### src/pidoc_pkg.sv
package pidoc_pkg;
   // ----------------------------------------------------------------
   // Timing
   // ----------------------------------------------------------------
   localparam int CLK_PERIOD_NS = 4;
   localparam int TICK_PERIOD_NS = 1000000;
   localparam int TICK_CYCLES = TICK_PERIOD_NS / CLK_PERIOD_NS;
   // ----------------------------------------------------------------
   // Register offsets (byte addresses)
   // ----------------------------------------------------------------
   localparam logic [7:0] OFS_CTRL = 8'h00;
   localparam logic [7:0] OFS_GAINS = 8'h04;
   localparam logic [7:0] OFS_LIMITS = 8'h08;
   localparam logic [7:0] OFS_OFFSET = 8'h0c;
   localparam logic [7:0] OFS_FILTER = 8'h10;
   localparam logic [7:0] OFS_LOSS = 8'h14;
   localparam logic [7:0] OFS_SLEEP = 8'h18;
   localparam logic [7:0] OFS_STATUS = 8'h1c;
   // ----------------------------------------------------------------
   // Field positions and encodings
   // ----------------------------------------------------------------
   localparam int CTRL_POL_BIT = 3;
   localparam int CTRL_REVSEL_BIT = 4;
   localparam int CTRL_REVPRO_BIT = 5;
   localparam int CTRL_RUN_BIT = 6;
   localparam int CTRL_LOSS_LSB = 7;
   localparam logic [1:0] LOSS_ALARM = 2'h1;
   localparam logic [1:0] LOSS_FAULT = 2'h2;
   // ----------------------------------------------------------------
   // Reset values
   // ----------------------------------------------------------------
   localparam logic [31:0] RST_CTRL = 32'h0000_0000;
   localparam logic [31:0] RST_GAINS = 32'h0000_1010;
   localparam logic [31:0] RST_LIMITS = 32'h03e8_03e8;
   localparam logic [31:0] RST_OFFSET = 32'h0100_0000;
   localparam logic [31:0] RST_FILTER = 32'h0000_0000;
   localparam logic [31:0] RST_LOSS = 32'h03e8_0000;
   localparam logic [31:0] RST_SLEEP = 32'h03e8_0000;
   // ----------------------------------------------------------------
   // Carriers
   // ----------------------------------------------------------------
   typedef struct packed {
      logic valid;
      logic write;
      logic [7:0] addr;
   } pidoc_aph_t;
   typedef struct packed {
      logic pidDisable;
      logic intReset;
      logic intHold;
      logic softStartOff;
      logic resetCmd;
   } pidoc_mfi_t;
endpackage

### src/pidoc_core.sv
`timescale 1ns/1ns
module pidoc_core #(
   parameter int TICK_CYCLES = pidoc_pkg::TICK_CYCLES
) (
   input wire logic clk_sys,
   input wire logic arst_n,
   input wire logic hsel,
   input wire logic [31:0] haddr,
   input wire logic [1:0] htrans,
   input wire logic hwrite,
   input wire logic [2:0] hsize,
   input wire logic [31:0] hwdata,
   input wire logic hready,
   output logic [31:0] hrdata,
   output logic hreadyout,
   output logic hresp,
   input wire logic signed [15:0] targetIn,
   input wire logic signed [15:0] feedbackIn,
   input wire logic signed [15:0] freqRefIn,
   input wire pidoc_pkg::pidoc_mfi_t mfiIn,
   output logic signed [15:0] freqOut,
   output logic reverseDir,
   output logic driveRun,
   output logic lossAlarm,
   output logic faultContact,
   output logic sleeping
);
   // ----------------------------------------------------------------
   // Helpers
   // ----------------------------------------------------------------
   function automatic logic signed [31:0] sat(input logic signed [31:0] x,
                                              input logic [15:0] lim);
      logic signed [31:0] l;
      l = $signed({16'h0000, lim});
      if (x > l)
      begin
         sat = l;
      end
      else if (x < -l)
      begin
         sat = -l;
      end
      else
      begin
         sat = x;
      end
   endfunction

   function automatic logic signed [31:0] sx(input logic signed [15:0] v);
      sx = {{16{v[15]}}, v};
   endfunction

   // ----------------------------------------------------------------
   // Bus slave
   // ----------------------------------------------------------------
   pidoc_pkg::pidoc_aph_t aph_ff;
   logic [31:0] ctrl_ff, gains_ff, limits_ff, offset_ff, filter_ff, loss_ff, sleep_ff;
   logic [31:0] nxt_rdata;
   logic [31:0] status;

   always_ff @(posedge clk_sys or negedge arst_n)
   begin
      if (!arst_n)
      begin
         aph_ff <= '0;
         hrdata <= 32'h0000_0000;
         hreadyout <= 1'b0;
         hresp <= 1'b0;
      end
      else
      begin
         // Zero wait state: reads are answered from the address phase
         aph_ff.valid <= hsel && htrans[1] && hready;
         aph_ff.write <= hwrite;
         aph_ff.addr <= haddr[7:0];
         hrdata <= nxt_rdata;
         hreadyout <= 1'b1;
         hresp <= 1'b0;
      end
   end

   always_comb
   begin
      case (haddr[7:0])
         pidoc_pkg::OFS_CTRL: nxt_rdata = ctrl_ff;
         pidoc_pkg::OFS_GAINS: nxt_rdata = gains_ff;
         pidoc_pkg::OFS_LIMITS: nxt_rdata = limits_ff;
         pidoc_pkg::OFS_OFFSET: nxt_rdata = offset_ff;
         pidoc_pkg::OFS_FILTER: nxt_rdata = filter_ff;
         pidoc_pkg::OFS_LOSS: nxt_rdata = loss_ff;
         pidoc_pkg::OFS_SLEEP: nxt_rdata = sleep_ff;
         pidoc_pkg::OFS_STATUS: nxt_rdata = status;
         default: nxt_rdata = 32'h0000_0000;
      endcase
   end

   always_ff @(posedge clk_sys or negedge arst_n)
   begin
      if (!arst_n)
      begin
         ctrl_ff <= pidoc_pkg::RST_CTRL;
         gains_ff <= pidoc_pkg::RST_GAINS;
         limits_ff <= pidoc_pkg::RST_LIMITS;
         offset_ff <= pidoc_pkg::RST_OFFSET;
         filter_ff <= pidoc_pkg::RST_FILTER;
         loss_ff <= pidoc_pkg::RST_LOSS;
         sleep_ff <= pidoc_pkg::RST_SLEEP;
      end
      else if (aph_ff.valid && aph_ff.write)
      begin
         case (aph_ff.addr)
            pidoc_pkg::OFS_CTRL: ctrl_ff <= {23'h000000, hwdata[8:0]};
            pidoc_pkg::OFS_GAINS: gains_ff <= {8'h00, hwdata[23:0]};
            pidoc_pkg::OFS_LIMITS: limits_ff <= hwdata;
            pidoc_pkg::OFS_OFFSET: offset_ff <= hwdata;
            pidoc_pkg::OFS_FILTER: filter_ff <= {hwdata[31:16], 12'h000, hwdata[3:0]};
            pidoc_pkg::OFS_LOSS: loss_ff <= hwdata;
            pidoc_pkg::OFS_SLEEP: sleep_ff <= hwdata;
            default: ;
         endcase
      end
   end

   // ----------------------------------------------------------------
   // Field views
   // ----------------------------------------------------------------
   logic [2:0] regulator_mode_select;
   logic output_polarity_select, reverse_output_select, reverse_prohibit, runCmd;
   logic [1:0] loss_detect_select;
   logic [7:0] kp, ki, derivative_time;
   logic [15:0] integral_limit, output_limit, output_gain, target_ramp_time;
   logic [15:0] loss_detect_time, sleep_delay;
   logic signed [15:0] offset_adjust, loss_detect_level, sleep_level;
   logic [3:0] output_filter_time;
   logic pidOn;

   assign regulator_mode_select = ctrl_ff[2:0];
   assign output_polarity_select = ctrl_ff[pidoc_pkg::CTRL_POL_BIT];
   assign reverse_output_select = ctrl_ff[pidoc_pkg::CTRL_REVSEL_BIT];
   assign reverse_prohibit = ctrl_ff[pidoc_pkg::CTRL_REVPRO_BIT];
   assign runCmd = ctrl_ff[pidoc_pkg::CTRL_RUN_BIT];
   assign loss_detect_select = ctrl_ff[pidoc_pkg::CTRL_LOSS_LSB +: 2];
   assign kp = gains_ff[7:0];
   assign ki = gains_ff[15:8];
   assign derivative_time = gains_ff[23:16];
   assign integral_limit = limits_ff[15:0];
   assign output_limit = limits_ff[31:16];
   assign offset_adjust = offset_ff[15:0];
   assign output_gain = offset_ff[31:16];
   assign output_filter_time = filter_ff[3:0];
   assign target_ramp_time = filter_ff[31:16];
   assign loss_detect_level = loss_ff[15:0];
   assign loss_detect_time = loss_ff[31:16];
   assign sleep_level = sleep_ff[15:0];
   assign sleep_delay = sleep_ff[31:16];
   // Modes above 4 are treated as disabled
   assign pidOn = (regulator_mode_select != 3'h0) && (regulator_mode_select < 3'h5)
                  && !mfiIn.pidDisable;
   assign status = {12'h000, sleeping, faultContact, lossAlarm, reverseDir, freqOut};

   // ----------------------------------------------------------------
   // Update tick
   // ----------------------------------------------------------------
   logic [31:0] tickCnt_ff;
   logic tick_ff;

   always_ff @(posedge clk_sys or negedge arst_n)
   begin
      if (!arst_n)
      begin
         tickCnt_ff <= 32'h0000_0000;
         tick_ff <= 1'b0;
      end
      else
      begin
         tick_ff <= (tickCnt_ff == 32'(TICK_CYCLES - 1));
         tickCnt_ff <= (tickCnt_ff == 32'(TICK_CYCLES - 1)) ? 32'h0000_0000
                       : tickCnt_ff + 32'h0000_0001;
      end
   end

   // ----------------------------------------------------------------
   // Target ramp
   // ----------------------------------------------------------------
   logic signed [15:0] rampT_ff;
   logic [15:0] rampCnt_ff;

   always_ff @(posedge clk_sys or negedge arst_n)
   begin
      if (!arst_n)
      begin
         rampT_ff <= 16'sh0000;
         rampCnt_ff <= 16'h0000;
      end
      else if (tick_ff)
      begin
         if ((mfiIn.softStartOff && driveRun) || target_ramp_time == 16'h0000)
         begin
            rampT_ff <= targetIn;
            rampCnt_ff <= 16'h0000;
         end
         else if (rampCnt_ff + 16'h0001 >= target_ramp_time)
         begin
            // One 0.1 percent step per ramp interval
            rampCnt_ff <= 16'h0000;
            if (rampT_ff < targetIn)
            begin
               rampT_ff <= rampT_ff + 16'sh0001;
            end
            else if (rampT_ff > targetIn)
            begin
               rampT_ff <= rampT_ff - 16'sh0001;
            end
         end
         else
         begin
            rampCnt_ff <= rampCnt_ff + 16'h0001;
         end
      end
   end

   // ----------------------------------------------------------------
   // Regulator and output conditioning
   // ----------------------------------------------------------------
   logic signed [31:0] iAcc_ff, dPrev_ff, filt_ff;
   logic signed [31:0] err, dIn, pTerm, iNext, dTerm, pidLim, offs, filt, pol, gained, sum;
   logic signed [31:0] final32;
   logic negOut;
   logic iClear;

   assign iClear = mfiIn.intReset || mfiIn.resetCmd || !driveRun;

   always_comb
   begin
      err = sx(rampT_ff) - sx(feedbackIn);
      dIn = (regulator_mode_select[0]) ? err : -sx(feedbackIn);
      pTerm = ($signed({24'h000000, kp}) * err) >>> 4;
      iNext = sat(iAcc_ff + (($signed({24'h000000, ki}) * err) >>> 8), integral_limit);
      if (derivative_time == 8'h00)
      begin
         dTerm = 32'sh0000_0000;
      end
      else
      begin
         dTerm = $signed({24'h000000, derivative_time}) * (dIn - dPrev_ff);
      end
      pidLim = sat(pTerm + iAcc_ff + dTerm, output_limit);
      offs = pidLim + sx(offset_adjust);
      filt = filt_ff + ((offs - filt_ff) >>> output_filter_time);
      pol = output_polarity_select ? -filt : filt;
      gained = (pol * $signed({16'h0000, output_gain})) >>> 8;
      if (!pidOn)
      begin
         sum = sx(freqRefIn);
      end
      else if (regulator_mode_select >= 3'h3)
      begin
         sum = sx(freqRefIn) + gained;
      end
      else
      begin
         sum = gained;
      end
      sum = sat(sum, 16'h7fff);
      negOut = sum < 32'sh0000_0000;
      if (negOut && (reverse_prohibit || !reverse_output_select))
      begin
         final32 = 32'sh0000_0000;
      end
      else
      begin
         final32 = negOut ? -sum : sum;
      end
   end

   always_ff @(posedge clk_sys or negedge arst_n)
   begin
      if (!arst_n)
      begin
         iAcc_ff <= 32'sh0000_0000;
         dPrev_ff <= 32'sh0000_0000;
         filt_ff <= 32'sh0000_0000;
         freqOut <= 16'sh0000;
         reverseDir <= 1'b0;
      end
      else if (tick_ff)
      begin
         if (iClear || !pidOn)
         begin
            iAcc_ff <= 32'sh0000_0000;
         end
         else if (!mfiIn.intHold)
         begin
            iAcc_ff <= iNext;
         end
         dPrev_ff <= dIn;
         filt_ff <= filt;
         freqOut <= final32[15:0];
         reverseDir <= negOut && !reverse_prohibit && reverse_output_select;
      end
   end

   // ----------------------------------------------------------------
   // Feedback loss and sleep
   // ----------------------------------------------------------------
   logic [15:0] lossCnt_ff, sleepCnt_ff;
   logic lossHit;
   logic sleepCond;

   assign lossHit = (lossCnt_ff >= loss_detect_time);
   // Sleeping waits for target above level, awake waits for below
   assign sleepCond = sleeping ? (targetIn > sleep_level) : (targetIn < sleep_level);

   always_ff @(posedge clk_sys or negedge arst_n)
   begin
      if (!arst_n)
      begin
         lossCnt_ff <= 16'h0000;
         lossAlarm <= 1'b0;
      end
      else if (tick_ff)
      begin
         if (!pidOn || loss_detect_select == 2'h0 || feedbackIn >= loss_detect_level)
         begin
            lossCnt_ff <= 16'h0000;
            lossAlarm <= 1'b0;
         end
         else if (lossHit)
         begin
            lossAlarm <= (loss_detect_select == pidoc_pkg::LOSS_ALARM);
         end
         else
         begin
            lossCnt_ff <= lossCnt_ff + 16'h0001;
         end
      end
   end

   always_ff @(posedge clk_sys or negedge arst_n)
   begin
      if (!arst_n)
      begin
         faultContact <= 1'b0;
      end
      else if (tick_ff && pidOn && loss_detect_select == pidoc_pkg::LOSS_FAULT
               && feedbackIn < loss_detect_level && lossHit)
      begin
         // Detection wins over a simultaneous reset command
         faultContact <= 1'b1;
      end
      else if (mfiIn.resetCmd)
      begin
         faultContact <= 1'b0;
      end
   end

   always_ff @(posedge clk_sys or negedge arst_n)
   begin
      if (!arst_n)
      begin
         sleepCnt_ff <= 16'h0000;
         sleeping <= 1'b0;
      end
      else if (!pidOn)
      begin
         sleepCnt_ff <= 16'h0000;
         sleeping <= 1'b0;
      end
      else if (tick_ff)
      begin
         if (!sleepCond)
         begin
            sleepCnt_ff <= 16'h0000;
         end
         else if (sleepCnt_ff + 16'h0001 >= sleep_delay)
         begin
            sleepCnt_ff <= 16'h0000;
            sleeping <= !sleeping;
         end
         else
         begin
            sleepCnt_ff <= sleepCnt_ff + 16'h0001;
         end
      end
   end

   always_ff @(posedge clk_sys or negedge arst_n)
   begin
      if (!arst_n)
      begin
         driveRun <= 1'b0;
      end
      else
      begin
         driveRun <= runCmd && !faultContact && !sleeping;
      end
   end
endmodule

### config.mk
export PLATFORM = sky130hd
export DESIGN_NAME = pidoc_core
export DESIGN_NICKNAME = d
export VERILOG_FILES = /design/src/pidoc_pkg.sv /design/src/pidoc_core.sv
export SDC_FILE = /design/constraint.sdc
export NUM_CORES = 2
export LEC_CHECK = 0
export BUFFER_PORTS_ARGS = -buffer_cell sky130_fd_sc_hd__buf_2
export CORE_MARGIN = 2
export CORE_UTILIZATION = 66
export CTS_CLUSTER_DIAMETER = 60
export CTS_CLUSTER_SIZE = 24
export DETAILED_ROUTE_END_ITERATION = 10
export GPL_TIMING_DRIVEN = 0
export PLACE_DENSITY = 0.84
export SLEW_MARGIN = 20
export SYNTH_ARGS = -nofsm -noshare
export SYNTH_HDL_FRONTEND = slang
export SYNTH_SLANG_ARGS = --single-unit
### constraint.sdc
create_clock -name clk_sys -period 60.8 [get_ports clk_sys]
set_input_delay 12.16 -clock clk_sys [delete_from_list [all_inputs] [get_ports clk_sys]]
set_output_delay 12.16 -clock clk_sys [all_outputs]
set_load 0.05 [all_outputs]
# == Word-level counts from Yosys, hierarchy flattened ==
# Index checks and enable logic that the tools add are counted.
# W data, S select, Z words.
# word_totals
word_cells,180
in_bits,127
output_inout_bits,55
register_bits,438
# op_classes
eq_ne,21
muxes,38
add_sub_neg,20
shift,1
reduce_logical,51
magnitude_cmp,18
n_mul,4
# ops
op,n
$mux W32,14
$pmux W32 S8,1
$mux W16,14
$neg A16 Y32,3
$add A32 B32 Y32,2
$ge A16 B16 Y1,4
$gt A32 B17 Y1,2
$lt A32 B32 Y1,2
$sub A32 B32 Y32,2
$eq A8 B5 Y1 const B,7
$mul A9 B17 Y26,2
$add A16 B1 Y16 const B,3
$lt A16 B16 Y1,3
$add A22 B32 Y32,1
$add A32 B1 Y32 const B,1
$add A32 B16 Y32,1
$add A32 B18 Y32,1
$eq A32 B18 Y1 const B,1
$eq A8 B4 Y1 const B,4
$gt A16 B16 Y1,2
$gt A32 B16 Y1 const B,1
$lt A32 B1 Y1 const B,1
$lt A32 B16 Y1 const B,1
$mul A32 B17 Y32,1
other kinds (25),79

# == Depth between registers and ports, before layout ==
# depth
ltp_word,25
mapped_depth,159
mapped_depth_nobuf,155

# == Worst setup path before layout ==
# Ideal clock, no wire load.
# synth_timing
path_kind,input to register
startpoint,in feedbackIn[1]
endpoint,reg freqOut[14]
arrival_time_ns,41.755
t_required_ns,60.670
path_buffers,6
setup_time_ns,0.130
cell_stages,154
path_slack_ns,18.916
path_cell_list,inv_1 -> ha_1 -> nor2b_1 -> o21ai_0 -> a21boi_0 -> o21ai_0 -> a21boi_0 -> o21ai_0 -> nand2b_1 -> a21o_1 -> a21o_1 -> a21o_1 -> nand2_1 -> a21boi_0 -> o21ai_0 -> nand2b_1 -> a21o_1 -> a21oi_1 -> [118 not listed] -> nand2_1 -> o31ai_1 -> or4_1 -> ha_1 -> clkbuf_1 -> clkbuf_1 -> a211oi_1 -> a21oi_1 -> ha_1 -> nand2_1 -> nor3_1 -> nand3b_1 -> nor3_1 -> nand3_1 -> nor3_1 -> mux2_2 -> a221oi_1 -> o21ai_0
# synth_via
elab_chain_len,25
elab_cells_between_ends,32
classes_between,add/sub: 11; mul: 3; order compare: 5; shift: 1; mux: 11; reduce/logical: 1
# synth_lines
item,line_no,text
"start, declared",pidoc_core.sv:18,"input wire logic signed [15:0] feedbackIn,"
$neg A16 Y32 / $sub A16 B16 Y17 (equally long branches),"pidoc_core.sv:236, pidoc_core.sv:235",
$mux W32 *,pidoc_core.sv:236,dIn = (regulator_mode_select[0]) ? err : -sx(feedbackIn);
named net dIn[15],pidoc_core.sv:226,"logic signed [31:0] err, dIn, pTerm, iNext, dTerm, pidLim, offs, filt, pol, gained, sum;"
$sub A32 B32 Y32 *,pidoc_core.sv:245,"dTerm = $signed({24'h000000, derivative_time}) * (dIn - dPrev_ff);"
$mul A9 B32 Y32 *,pidoc_core.sv:245,
$mux W32 *,pidoc_core.sv:239,if (derivative_time == 8'h00)
$add A32 B32 Y32 *,pidoc_core.sv:247,"pidLim = sat(pTerm + iAcc_ff + dTerm, output_limit);"
$lt A32 B32 Y1,pidoc_core.sv:39,else if (x < -l)
[10 not listed],n/a,
$mux W32 *,pidoc_core.sv:256,else if (regulator_mode_select >= 3'h3)
$mux W32 *,pidoc_core.sv:252,if (!pidOn)
$lt A32 B16 Y1,pidoc_core.sv:39,
$mux W32,pidoc_core.sv:39,
$mux W32 *,pidoc_core.sv:35,if (x > l)
$lt A32 B1 Y1 / $neg A16 Y16 (equally long branches),"pidoc_core.sv:265, pidoc_core.sv:272",
$mux W16 / $logic_and A1 B1 Y1 (equally long branches),"pidoc_core.sv:272, pidoc_core.sv:266",
$mux W16 *,pidoc_core.sv:266,if (negOut && (reverse_prohibit || !reverse_output_select))
"end signal, assigned",pidoc_core.sv:298,freqOut <= final32[15:0];
"end, declared",pidoc_core.sv:21,"output logic signed [15:0] freqOut,"
# Mark *: on every way through the listed nets, which the timed path passes. The rest lies on a longest branch.
# A chain may end at the register's enable or synchronous reset.

# == Worst setup path in the final report ==
# Ends and elaborated chain as after synthesis.

==> results.json <==
{
  "cpPeakStageDelay_ns": 0.74,
  "start_util_pct": 66.3,
  "syn_area_per_cell_um2": 8.61,
  "path_class": "input pin to flop",
  "io_buffers": 152,
  "die_area_um2": 104000,
  "drt_pass1_iterations": 10,
  "synth_edf_count": 0,
  "drt-initial-drc-count": 6435,
  "drv_cap": 0,
  "viasPerCell": 6.18,
  "avgRoutedWirePerCell_um": 22.5,
  "cp.required_ns": 61.27,
  "fmax_mhz": 20.0,
  "cts_buffers": 37,
  "hold_viol": 0,
  "layout_common_cells": "inv_1, nand2_1, fa_1",
  "worst_pin_slew_ns": 1.25,
  "synthFlopType": "dfrtp_1",
  "ios": 182,
  "cts_setup_buffers": 0,
  "final_common_cell": "inv_1",
  "clockBufferDepth": 3,
  "die_w_um": 323,
  "cts_sinks": 438,
  "fin_util_pct": 70.3,
  "die_y_um": 323,
  "root_buffer": "clkbuf_16",
  "post_cts_resized": 0,
  "slew_headroom_pct": 16.4,
  "area_delta_synth_final_pct": 5.99,
  "cpMostUsedCell": "a21oi_1",
  "grt_pass1_wl_mm": 329,
  "end_kind": "flop",
  "gp_congestion": 1.02,
  "clock_skew_ns": 0.0817,
  "rsz0062_at_grt": "no",
  "nets": 9529,
  "cts_tree": "built",
  "min_path_type": "flop to flop",
  "synth.cell_area_um2": 67200,
  "postSynth.asyncResetShare_pct": 100,
  "synthCells": 7813,
  "final_period_minus_worst_setup_slack_ns": 49.92,
  "vias": 58160,
  "synth-seq-cells": 438,
  "nFillCells": 7883,
  "syn-num-nets": 9330,
  "cp-start-kind": "input pin",
  "synth_cell_type_count": 90,
  "num_rows": 117,
  "globalRouteTotalUtil_pct": 41.1,
  "fin_crit_sh_pct": 82.1,
  "cts_hold_buf": 0,
  "drc": 0,
  "drive_gt1_share_pct": 6.74,
  "yosys_warnings": 0,
  "insertion_delay_ns": 0.67,
  "dp.final_hpwl_mm": 176,
  "core_area_um2": 101000,
  "grt_pass1_vias": 58756,
  "grt_antenna_before_repair": 19,
  "setup_violations": 0,
  "routed_wl_mm": 212,
  "overflow": 0,
  "h-tree-depth": 2,
  "tns_ns": 0,
  "ant_nets": 0,
  "status": "completed",
  "seq_area_frac_synth_pct": 16.4,
  "cp.arrival_ns": 50.39,
  "hold_ws_ns": 0.484,
  "grt_max_degree": 101,
  "drv_slew": 0,
  "cp_max_fo": 10,
  "path_clk_slew_ns": 0.09,
  "cp_slowest_cell": "o41ai_1"
}
## Yosys cell counts, types with 24 or more instances
| library cell | count | area [µm²] |
|---|---|---|
| nor2b_1 | 106 | 663 |
| o21bai_1 | 49 | 368 |
| nand4_1 | 68 | 425 |
| clkbuf_1 | 271 | 1020 |
| xor2_1 | 109 | 955 |
| nand2b_1 | 98 | 613 |
| a21o_1 | 142 | 1070 |
| nand2_1 | 792 | 2970 |
| nor3_1 | 104 | 521 |
| dfstp_2 | 27 | 709 |
| xnor2_1 | 323 | 2830 |
| nor2_1 | 338 | 1270 |
| ha_1 | 648 | 8110 |
| a22oi_1 | 78 | 586 |
| a21boi_0 | 37 | 278 |
| o211ai_1 | 28 | 210 |
| mux2_2 | 227 | 2560 |
| a21oi_1 | 343 | 1720 |
| and3_1 | 31 | 194 |
| nor4_1 | 35 | 219 |
| and2_1 | 431 | 2700 |
| dfrtp_1 | 411 | 10300 |
| o21a_1 | 70 | 526 |
| o31ai_1 | 24 | 180 |
| o21ai_0 | 342 | 1710 |
| inv_1 | 1355 | 5090 |
| a211oi_1 | 44 | 330 |
| fa_1 | 742 | 14900 |
| mux2i_1 | 80 | 801 |
| a31oi_1 | 26 | 163 |
| nand3_1 | 110 | 551 |
## worst max-delay path: cells and delay by family
family	cells	cell delay [ns]
adders and majority gates	23	9.75
xor gates and xnor gates	15	5.31
muxes	6	1.92
AOI/OAI and AO/OA	58	11.64
and+or+nand+nor	33	6.10
buffers and inverters	18	3.43
## layout make-up
class	instances	area, µm²	share of cell area (%)
Antenna cell	7	17.5	0.0246
Buffer	293	1110	1.56
Sequential cell	438	11000	15.4
Clock buffer	43	968	1.36
Tap cell	1368	1710	2.40
Inverter	1359	5100	7.16
Clock inverter	25	379	0.532
Multi-Input combinational cell	5723	50100	70.2
Timing Repair Buffer	160	926	1.30
## cell families (layout without fill, tap and decap cells)
| kind of cell | count (synthesis) | count (layout) | synth area share (%) |
|---|---|---|---|
| XOR/XNOR | 441 | 441 | 5.90 |
| AND/OR/NAND/NOR | 2203 | 2203 | 16.1 |
| multiplexers | 312 | 312 | 5.16 |
| adder cells (fa/ha/maj) | 1390 | 1390 | 34.1 |
| buffers and inverters | 1652 | 1880 | 9.23 |
| AO/OA/AOI/OAI | 1375 | 1375 | 13.1 |
| other | 2 | 9 | 0.0112 |
| flip-flops | 438 | 438 | 16.4 |
## stage by stage
stage	instances	setup WS, ns	area [µm²]
global route	9410	9.22	71300
CTS	9409	12.10	71300
detailed placement	9341	11.62	69900
finish	9416	10.88	71300
global placement	9333	12.19	69700
floorplan	7813	18.92	67200
## path summary, 6_finish.rpt
| path | from | endpoint | slack [ns] | cells past startpoint |
|---|---|---|---|---|
| setup reg to reg | ctrl_ff[0]$_DFFE_PN0P_ | freqOut[14]$_DFFE_PN0P_ | 22.18 | 141 |
| setup / recovery | feedbackIn[1] | freqOut[14]$_DFFE_PN0P_ | 10.88 | 153 |
| min in group asynchronous | arst_n | tickCnt_ff[9]$_DFF_PN0_ | 11.53 | 1 |
| hold / removal | tickCnt_ff[31]$_DFF_PN0_ | tickCnt_ff[31]$_DFF_PN0_ | 0.48 | 1 |
| hold reg to reg | tickCnt_ff[31]$_DFF_PN0_ | tickCnt_ff[31]$_DFF_PN0_ | 0.48 | 1 |
| max in group asynchronous | arst_n | dPrev_ff[20]$_DFFE_PN0P_ | 47.80 | 3 |
## sequential cells by signal, indices dropped and copies added (netlist names), 20 cells and up
register,count
filter_ff,20
tickCnt_ff,32
limits_ff,32
loss_ff,32
filt_ff,32
offset_ff,32
hrdata,32
dPrev_ff,32
gains_ff,24
sleep_ff,32
iAcc_ff,32
## metal layers
| layer | share of wire (%) | track usage [%] | up-vias |
|---|---|---|---|
| met5 | 0.050 | 0 | - |
| met4 | 6.4 | 21.9 | 18 |
| met3 | 13 | 11.9 | 706 |
| met2 | 43 | 61.8 | 3224 |
| met1 | 38 | 53.9 | 28340 |
| li1 | - | - | 25872 |
Power is not shown: default switching activity piles up to over one toggle a cycle in this logic, so the estimate is an artifact.
